**src/sbos_pkg.sv**
```systemverilog
// constants, types and mode encodings for the burst order and sleep controller
// Summary of operation
// interleaved order XORs start bits with beat
// sleep entered two cycles after request rises
// sleep keeps burst counter and control state
// normal operation resumes after recovery time elapses
// asleep: ignore inputs, data outputs high impedance
// asleep: deselected, no read or write access
// sleep request is asynchronous, active high
// host holds sleep request low normally
// host finishes pending accesses before sleeping
// host issues no writes during recovery
// static flow-through or pipelined read timing select
// order select low linear, high interleaved
// step input high advances internal burst counter
// flow-through select high means pipelined default
// recovery counted in cycles from synchronised fall
// sleep request synchronised before entry delay counting
package sbos_pkg;

   localparam int          SBOS_BEAT_W            = 2;    // low address bits walked by a burst
   localparam int          SBOS_SYNC_STAGES       = 2;    // flops in the sleep request synchroniser
   localparam int          SBOS_SLEEP_ENTRY_CYC   = 2;    // cycles from synced request to sleep
   localparam int          SBOS_CLK_PERIOD_NS     = 5;    // 200 mhz system clock
   localparam int          SBOS_SLEEP_RECOVERY_NS = 100;  // sleep_recovery_time, plain default
   // least time, so round up to whole cycles
   localparam int          SBOS_SLEEP_RECOVERY_CYC =
      (SBOS_SLEEP_RECOVERY_NS + SBOS_CLK_PERIOD_NS - 1) / SBOS_CLK_PERIOD_NS;

   localparam logic [1:0]  SBOS_ADDR_RST          = 2'h0; // burst address after reset
   localparam logic        SBOS_PIPELINED_RST     = 1'h1; // pipelined mode after reset

   // power state of the array
   typedef enum logic [1:0] {
      SBOS_AWAKE,
      SBOS_ENTER,
      SBOS_ASLEEP,
      SBOS_RECOVER
   } sbos_sleep_e;

endpackage

```
**src/sbos_sleep_if.sv**
```systemverilog
// sleep status carried from the sleep sequencer to the burst controller
`timescale 1ns/10ps
interface sbos_sleep_if;
   logic asleep;      // array powered down, all inputs but the sleep request ignored
   logic recovering;  // recovery interval after leaving sleep
   logic entering;    // request seen, entry delay running

   modport seq (output asleep, output recovering, output entering);
   modport ctl (input asleep, input recovering, input entering);
endinterface

```
**src/sbos_ctrl.sv**
```systemverilog
// burst address sequencing and sleep gating of the synchronous burst sram
`timescale 1ns/10ps
module sbos_ctrl #(
   parameter int SLEEP_RECOVERY_CYC = sbos_pkg::SBOS_SLEEP_RECOVERY_CYC  // recovery length
) (
   input  wire logic       clk_sys_i,             // system clock, 200 mhz
   input  wire logic       reset_n_i,             // synchronous reset, active low
   input  wire logic       sleep_request_i,       // asynchronous sleep request, active high
   input  wire logic       flow_through_select_i, // low flow-through, high pipelined
   input  wire logic       burst_order_select_i,  // low linear, high interleaved
   input  wire logic       burst_step_next_i,     // high continue burst, low load
   input  wire logic       cmd_select_i,          // chip selected on a load cycle
   input  wire logic       cmd_write_i,           // high write, low read
   input  wire logic [1:0] addr_lo_i,             // low two bits of the external address
   output logic [1:0]      burst_addr_o,          // low address bits of the access
   output logic            read_strobe_o,         // read access this cycle
   output logic            write_strobe_o,        // write access this cycle
   output logic            dq_oe_o,               // data output drivers enabled
   output logic            pipelined_o,           // pipelined read timing in force
   output logic            sleep_active_o,        // array asleep
   output logic            sleep_recovering_o     // recovery interval running
);

   localparam int BW = sbos_pkg::SBOS_BEAT_W;

   // whole state of the controller
   typedef struct packed {
      logic [BW-1:0] base;      // loaded start bits
      logic [BW-1:0] beat;      // beat count within the burst
      logic          burst_on;  // a burst is open and may continue
      logic [BW-1:0] addr;      // address of the current access
      logic          rd;        // read access
      logic          wr;        // write access
      logic          oe_pipe;   // read data waiting in the output register
      logic          dq_oe;     // output drivers on
      logic          pipelined; // sampled read timing select
   } sbos_ctl_s;

   sbos_ctl_s q;  // registered state
   sbos_ctl_s d;  // next state

   sbos_sleep_if slp ();  // sleep status from the sequencer

   // synchroniser, entry delay and recovery timing
   sbos_sleep_seq #(
      .SLEEP_RECOVERY_CYC (SLEEP_RECOVERY_CYC)
   ) u_sleep (
      .clk_sys_i       (clk_sys_i),
      .reset_n_i       (reset_n_i),
      .sleep_request_i (sleep_request_i),
      .slp             (slp)
   );

   // burst address for a beat in the selected order
   function automatic logic [BW-1:0] burst_addr(input logic [BW-1:0] base,
                                                input logic [BW-1:0] beat,
                                                input logic          interleave);
      if (interleave) begin
         burst_addr = base ^ beat;
      end else begin
         burst_addr = base + beat;
      end
   endfunction

   // next state: load, continue, deselect, sleep gating
   always_comb begin
      d         = q;
      d.rd      = 1'h0;
      d.wr      = 1'h0;
      d.oe_pipe = 1'h0;
      d.dq_oe   = 1'h0;
      if (slp.asleep) begin
         // every input but the sleep request is ignored; burst state is kept
         d.rd      = 1'h0;
         d.dq_oe   = 1'h0;
         d.pipelined = q.pipelined;
      end else begin
         d.pipelined = flow_through_select_i;
         if (burst_step_next_i) begin
            // continue cycle: the 2-bit beat wraps back on the fifth access
            if (q.burst_on) begin
               d.beat = q.beat + BW'(1);
               d.addr = burst_addr(q.base, d.beat, burst_order_select_i);
               d.rd   = !cmd_write_i;
               // writes are refused while the array recovers from sleep
               d.wr   = cmd_write_i && !slp.recovering;
            end
         end else if (cmd_select_i) begin
            // load cycle: external address starts a new burst
            d.base     = addr_lo_i;
            d.beat     = '0;
            d.addr     = addr_lo_i;
            d.burst_on = 1'h1;
            d.rd       = !cmd_write_i;
            d.wr       = cmd_write_i && !slp.recovering;
         end else begin
            d.burst_on = 1'h0;                     // deselect closes the burst
         end
         // flow-through drives with the access, pipelined one cycle later
         d.oe_pipe = d.rd;
         d.dq_oe   = q.pipelined ? q.oe_pipe : d.rd;
      end
   end

   // state register, synchronous reset
   always_ff @(posedge clk_sys_i) begin
      if (!reset_n_i) begin
         q <= '{base: sbos_pkg::SBOS_ADDR_RST, beat: '0, burst_on: 1'h0,
                addr: sbos_pkg::SBOS_ADDR_RST, rd: 1'h0, wr: 1'h0, oe_pipe: 1'h0,
                dq_oe: 1'h0, pipelined: sbos_pkg::SBOS_PIPELINED_RST};
      end else begin
         q <= d;
      end
   end

   // outputs straight from flops
   assign burst_addr_o       = q.addr;
   assign read_strobe_o      = q.rd;
   assign write_strobe_o     = q.wr;
   assign dq_oe_o            = q.dq_oe;
   assign pipelined_o        = q.pipelined;
   assign sleep_active_o     = slp.asleep;
   assign sleep_recovering_o = slp.recovering;
endmodule

```
**src/sbos_sleep_seq.sv**
```systemverilog
// sleep request synchroniser, entry delay and recovery timer
`timescale 1ns/10ps
module sbos_sleep_seq #(
   parameter int SLEEP_RECOVERY_CYC = sbos_pkg::SBOS_SLEEP_RECOVERY_CYC  // recovery length
) (
   input  wire logic     clk_sys_i,        // system clock
   input  wire logic     reset_n_i,        // synchronous reset, active low
   input  wire logic     sleep_request_i,  // asynchronous sleep request pin
   sbos_sleep_if.seq     slp               // sleep status to the controller
);

   localparam int CW = $clog2(SLEEP_RECOVERY_CYC + sbos_pkg::SBOS_SLEEP_ENTRY_CYC + 1) + 1;

   // whole state of the sequencer
   typedef struct packed {
      logic                 sync1;  // first synchroniser stage, read only by sync2
      logic                 sync2;  // request in the clock domain
      sbos_pkg::sbos_sleep_e st;    // power state
      logic [CW-1:0]        cnt;    // entry or recovery cycle count
      logic                 asleep; // registered copy of the asleep state
      logic                 recov;  // registered copy of the recovery state
      logic                 enter;  // registered copy of the entry state
   } sbos_slp_s;

   sbos_slp_s q;  // registered state
   sbos_slp_s d;  // next state

   // next state: entry delay, sleep hold, recovery timer
   always_comb begin
      d       = q;
      d.sync1 = sleep_request_i;
      d.sync2 = q.sync1;
      case (q.st)
         sbos_pkg::SBOS_AWAKE: begin
            if (q.sync2) begin
               d.st  = sbos_pkg::SBOS_ENTER;
               d.cnt = CW'(1);
            end
         end
         sbos_pkg::SBOS_ENTER: begin
            // a request that drops before the delay ends is dropped too
            if (!q.sync2) begin
               d.st  = sbos_pkg::SBOS_AWAKE;
               d.cnt = '0;
            end else if (q.cnt >= CW'(sbos_pkg::SBOS_SLEEP_ENTRY_CYC - 1)) begin
               d.st  = sbos_pkg::SBOS_ASLEEP;
               d.cnt = '0;
            end else begin
               d.cnt = q.cnt + CW'(1);
            end
         end
         sbos_pkg::SBOS_ASLEEP: begin
            // stays asleep as long as the request stays high
            if (!q.sync2) begin
               d.st  = sbos_pkg::SBOS_RECOVER;
               d.cnt = CW'(1);
            end
         end
         sbos_pkg::SBOS_RECOVER: begin
            if (q.sync2) begin
               d.st  = sbos_pkg::SBOS_ENTER;     // re-request restarts entry
               d.cnt = CW'(1);
            end else if (q.cnt >= CW'(SLEEP_RECOVERY_CYC)) begin
               d.st  = sbos_pkg::SBOS_AWAKE;
               d.cnt = '0;
            end else begin
               d.cnt = q.cnt + CW'(1);
            end
         end
         default: begin
            d.st  = sbos_pkg::SBOS_AWAKE;
            d.cnt = '0;
         end
      endcase
      // status decoded ahead of the flop so the outputs carry no logic
      d.asleep = (d.st == sbos_pkg::SBOS_ASLEEP);
      d.recov  = (d.st == sbos_pkg::SBOS_RECOVER);
      d.enter  = (d.st == sbos_pkg::SBOS_ENTER);
   end

   // state register, synchronous reset to awake
   always_ff @(posedge clk_sys_i) begin
      if (!reset_n_i) begin
         q <= '{sync1: 1'h0, sync2: 1'h0, st: sbos_pkg::SBOS_AWAKE, cnt: '0,
                asleep: 1'h0, recov: 1'h0, enter: 1'h0};
      end else begin
         q <= d;
      end
   end

   // status straight from the state flops
   assign slp.asleep     = q.asleep;
   assign slp.recovering = q.recov;
   assign slp.entering   = q.enter;
endmodule

```
**config.mk**
```make
export PLATFORM = sky130hd
export DESIGN_NAME = sbos_ctrl
export DESIGN_NICKNAME = d
export VERILOG_FILES = /design/src/sbos_pkg.sv /design/src/sbos_sleep_if.sv /design/src/sbos_ctrl.sv /design/src/sbos_sleep_seq.sv
export SDC_FILE = /design/constraint.sdc
export NUM_CORES = 1
export LEC_CHECK = 0
export BUFFER_PORTS_ARGS = -buffer_cell sky130_fd_sc_hd__buf_2
export CAP_MARGIN = 20
export CORE_MARGIN = 2
export CORE_UTILIZATION = 30
export DETAILED_ROUTE_END_ITERATION = 8
export GPL_TIMING_DRIVEN = 0
export PLACE_DENSITY = 0.44
export SLEW_MARGIN = 20
export SYNTH_ARGS = -nofsm -noshare
export SYNTH_HDL_FRONTEND = slang
export SYNTH_HIERARCHICAL = 1
export SYNTH_SLANG_ARGS = --single-unit
```
**constraint.sdc**
```tcl
create_clock -name clk_sys_i -period 2.8 [get_ports clk_sys_i]
set_input_delay 0.84 -clock clk_sys_i [delete_from_list [all_inputs] [get_ports clk_sys_i]]
set_output_delay 0.84 -clock clk_sys_i [all_outputs]
set_load 0.05 [all_outputs]
```
After elaboration in Yosys (flattened, before gate mapping)

Index checks and enable logic that the tools add are counted.

Bits in registers: 23
Bits in latches: 0
RAM bits: 0
Bits in read-only memories: 0
Input bits: 10
Output and inout bits: 8
Logic and storage cells: 59
Memories kept: 0

$add $sub $neg: 3
$mul: 0
Divide/modulo/power cells: 0
$lt $le $gt $ge: 2
Eq/ne operators: 8
Shifts and indexed selects: 0
Mux-type cells: 18
Bitwise logic cells: 4
Reduce and logical (&&, ||, !) cells: 10

Operators by type and width:

| cell                                                                    | number |
|---|---|
| 8-bit 2-to-1 mux                                                        | 4 |
| 8-bit one-hot mux with 4 select lines                                   | 1 |
| 2-bit 2-to-1 mux                                                        | 6 |
| 4-bit 2-to-1 mux                                                        | 3 |
| 6-bit 2-to-1 mux                                                        | 2 |
| 2-bit == test, second input constant                                    | 4 |
| 6-bit by 1-bit adder with 6-bit output, second input constant           | 1 |
| 6-bit by 1-bit >= comparator with 1-bit output, second input constant   | 1 |
| 6-bit by 5-bit >= comparator with 1-bit output, second input constant   | 1 |
| 3-bit AND reduction                                                     | 2 |
| 2-bit by 1-bit inequality test with 1-bit output, second input constant | 2 |
| 2-bit AND reduction                                                     | 2 |
| 1-bit NOT                                                               | 3 |
| 2-bit by 1-bit adder with 2-bit output, second input constant           | 1 |
| 2-bit adder                                                             | 1 |
| 2-bit by 1-bit == test with 1-bit output, second input constant         | 1 |
| 1-bit zero test                                                         | 2 |
| 2-bit zero test                                                         | 1 |
| 1-bit 2-to-1 mux                                                        | 2 |
| 2-bit inequality test, second input constant                            | 1 |
| 2-bit nonzero test                                                      | 1 |
| 2-bit OR reduction                                                      | 1 |
| 2-bit bitwise XOR                                                       | 1 |
| 1-bit logical AND                                                       | 1 |

Depth between registers and ports, before layout

Word-level depth: 6
Depth in mapped cells: 7
Depth with buffers taken out: 6

By module

The synthesis kept the hierarchy.

By module, submodules not included:

| module         | times used | cells an instance | area each (um^2) | seq. area each (um^2) |
|---|---|---|---|---|
| sbos_sleep_seq | 1          | 86                | 748.2            | 260.2 |
| sbos_ctrl      | 1          | 59                | 555.5            | 220.2 |

Worst setup path after synthesis

No wires, ideal clock.

Path kind: in2reg
Start point: input port burst_step_next_i
End point: register q (netlist bit burst_addr_o[1])
Library setup time: 121 ps
Data arrival time: 1,519 ps
Required time: 2,679 ps
Setup slack: 1,160 ps
Stages: 4
Buffers on the path: 1
Path through: buf_6 or3b_4 o21ai_0 a211oi_1

Word-level cells in the longest chain between the ends: 2
Elaborated cells on any way between the ends: 4
Those cells by class: 1 x eq/ne; 1 x mux; 2 x reduce/logical

RTL lines:

| what                                                                                             | line             | source |
|---|---|---|
| from (decl)                                                                                      | sbos_ctrl.sv:11  | `input wire logic burst_step_next_i,` |
| 2-bit by 1-bit inequality test with 1-bit output (no line) or 2-bit nonzero test (tied branches) | --               |  |
| 3-bit AND reduction (no line)                                                                    | --               |  |
| to (signal assigned)                                                                             | sbos_ctrl.sv:108 | `q <= '{base: sbos_pkg::SBOS_ADDR_RST, beat: '0, burst_on: 1'h0,` |
| to (decl)                                                                                        | sbos_ctrl.sv:39  | `sbos_ctl_s q;` |

Several ways; a longest one is shown, not always the timed one.
A chain may end at the register's enable or synchronous reset.

==> impl_metrics.env <==
export IMPL_cts_root_buffer="clkbuf_8"
export IMPL_fillers=423
export IMPL_cts_resized=0
export IMPL_grt_remaining_overflow=0
export IMPL_internal_power_mw=0.475
export IMPL_leakagePower_nw=0.631
export IMPL_hpwl_microns=1960
export IMPL_die_x_microns=69.3
export IMPL_grt_usage=0.113
export IMPL_cp_slowest_cell="nor4b_2"
export IMPL_yosysWarnings=6
export IMPL_cts_setup_buffers=0
export IMPL_rows=23
export IMPL_setup_viol=0
export IMPL_synth_fp_nets=158
export IMPL_status="finished clean"
export IMPL_clk_pin_slew_ps=90
export IMPL_wl_per_cell_microns=12.3
export IMPL_dieArea_sq_um=4810
export IMPL_diodes=0
export IMPL_max_freq_ghz=0.542
export IMPL_ff2ff_path_depth=7
export IMPL_holdWs_ps=432
export IMPL_comb_power_share=0.134
export IMPL_setup_ws_ps=955
export IMPL_worst_r2r_setup_slack_ps=1160
export IMPL_hold_depth=1
export IMPL_skew_ps=3.68
export IMPL_final_cells=213
export IMPL_critPathMaxStageDelay_ps=470
export IMPL_cp_end_kind="register"
export IMPL_switching_share=0.256
export IMPL_ctsLongestPathBuffers=2
export IMPL_p_clk_frac=0.327
export IMPL_final_max_slew_viol_count=0
export IMPL_r2r_start="u_sleep/q[3]"
export IMPL_dp_cells=209
export IMPL_worstSkewPairLatency_ps=260
export IMPL_coreArea_sq_um=4060
export IMPL_crit_required_ps=3000
export IMPL_drt_iter0_drc=29
export IMPL_powerDensity_nw_per_um2=435
export IMPL_rsz0062_at_grt="false"
export IMPL_initial_core_util=0.315
export IMPL_min_to="write_strobe_o"
export IMPL_startpoint_type="primary input"
export IMPL_seq_power_share=0.538
export IMPL_grt_pass1_vias=996
export IMPL_drtPass1Iterations=4
export IMPL_critPathKind="primary input to register"
export IMPL_finalHoldViolCount=0
export IMPL_tightest_slew_ps=453
export IMPL_syn_cell_area_sq_um=1280
export IMPL_gp_routability_congestion=0.770
export IMPL_viasPerCell=4.97
export IMPL_hold_path_class="register to register"
export IMPL_crit_fanout=10
export IMPL_totalWireLength_microns=2610
export IMPL_ios=18
export IMPL_hold_buffers=0
export IMPL_avgSynthCellArea_sq_um=8.95
export IMPL_numCtsBuffers=3
export IMPL_antenna_found_initial=0
export IMPL_stdcell_area_sq_um=1470
export IMPL_dpl_cell_area_sq_um=1420
export IMPL_pre_cts_ws_ps=634
export IMPL_die_y_microns=69.3
export IMPL_cts_tree="yes"
export IMPL_num_vias=1058
export IMPL_irDropWorstVdd_mv=0.153
export IMPL_layout_drive_gt1_share=0.239
export IMPL_slew_headroom=0.697
export IMPL_crit_chain="buf_2, clkbuf_1, nor4b_2, nand2_1, o211ai_2"
export IMPL_area_growth_pct=14.7
export IMPL_r2r_end="u_sleep/q[7]"
export IMPL_cts_sinks=23
export IMPL_drtAntennaViolNets=0
export IMPL_min_period_over_period=0.659
export IMPL_nets=179
export IMPL_holdCritStartpoint="u_sleep/slp.recovering"
export IMPL_grt_max_degree=13
export IMPL_numPortBuffers=16
export IMPL_p_sw_mw=0.163
export IMPL_post_route_min_period_ps=1840
export IMPL_drc_errors=0
export IMPL_worstPathArrival_ps=2040
export IMPL_drv_cap=0
export IMPL_h_tree_depth=1
export IMPL_final_setup_tns_ps=0
export IMPL_synth_cells=143
export IMPL_grt_pass1_wl_microns=4550
[layout by cell type (no fill, tap or decap), types with 2 or more instances in the layout]
cell type,n
a21boi_0,6
a21oi_1,5
and2_1,5
and3_1,3
buf_2,22
buf_4,3
clkbuf_1,2
clkbuf_8,3
dfxtp_1,23
ha_1,5
inv_1,7
mux2i_1,3
nand2_1,16
nand3_1,5
nor2_1,9
nor2b_1,3
nor3b_1,2
o2111ai_1,2
o211ai_1,3
o211ai_2,2
o21a_1,3
o21ai_0,6
[power by group through the flow]
stage | clock network, mW | logic, mW | registers, mW
after floorplan | 0 | 0.0564 | 0.358
after global placement | 0 | 0.0857 | 0.351
after detailed placement | 0 | 0.0860 | 0.351
after CTS | 0.220 | 0.0863 | 0.344
after global routing | 0.233 | 0.0935 | 0.345
final | 0.209 | 0.0856 | 0.343
[layout make-up]
class                   instances  area [sq um]  share of cell area
multi-input cells             102           726               0.494
flip-flops and latches         23           460               0.314
repair buffers                 16          80.1              0.0546
plain buffers                  11          67.6              0.0460
well taps                      50          62.6              0.0426
clock buffers                   4          45.0              0.0307
inverters                       7          26.3              0.0179
[layer usage]
metal	track usage	share of wire
met1	0.152	0.48
met2	0.175	0.46
met3	0.0247	0.049
met4	0.0458	0.0092
met5	0	0
[worst max path at each step]
stage / start / endpoint / slack, ps / cells past startpoint
global route: reset_n_i / u_sleep/q[5] / 810 / 5
CTS: reset_n_i / u_sleep/q[7] / 900 / 5
global placement: reset_n_i / u_sleep/q[7] / 620 / 5
floorplan: burst_step_next_i / burst_addr_o[1] / 1160 / 4
detailed placement: reset_n_i / u_sleep/q[7] / 630 / 5
finish: reset_n_i / u_sleep/q[7] / 960 / 5
[worst max-delay path, delay by kind of cell]
family | cells | cell delay, ps
compound gates | 1 | 80
buf+inv | 2 | 520
simple gates | 2 | 590
[registers in the layout, indices dropped and copies added, names as in the netlist]
register                flops
u_sleep/slp.asleep          1
burst_addr_o                2
u_sleep/d                   1
pipelined_o                 1
u_sleep/q                   9
u_sleep/slp.recovering      1
dq_oe_o                     1
q                           6
write_strobe_o              1
[stage by stage]
| step | power, mW | utilization |
|---|---|---|
| floorplan | 0.414 | - |
| global route | 0.671 | 0.362 |
| global placement | 0.436 | 0.351 |
| finish | 0.638 | 0.362 |
| CTS | 0.650 | 0.362 |
| detailed placement | 0.437 | 0.351 |
(Power assumes the default switching activity.)
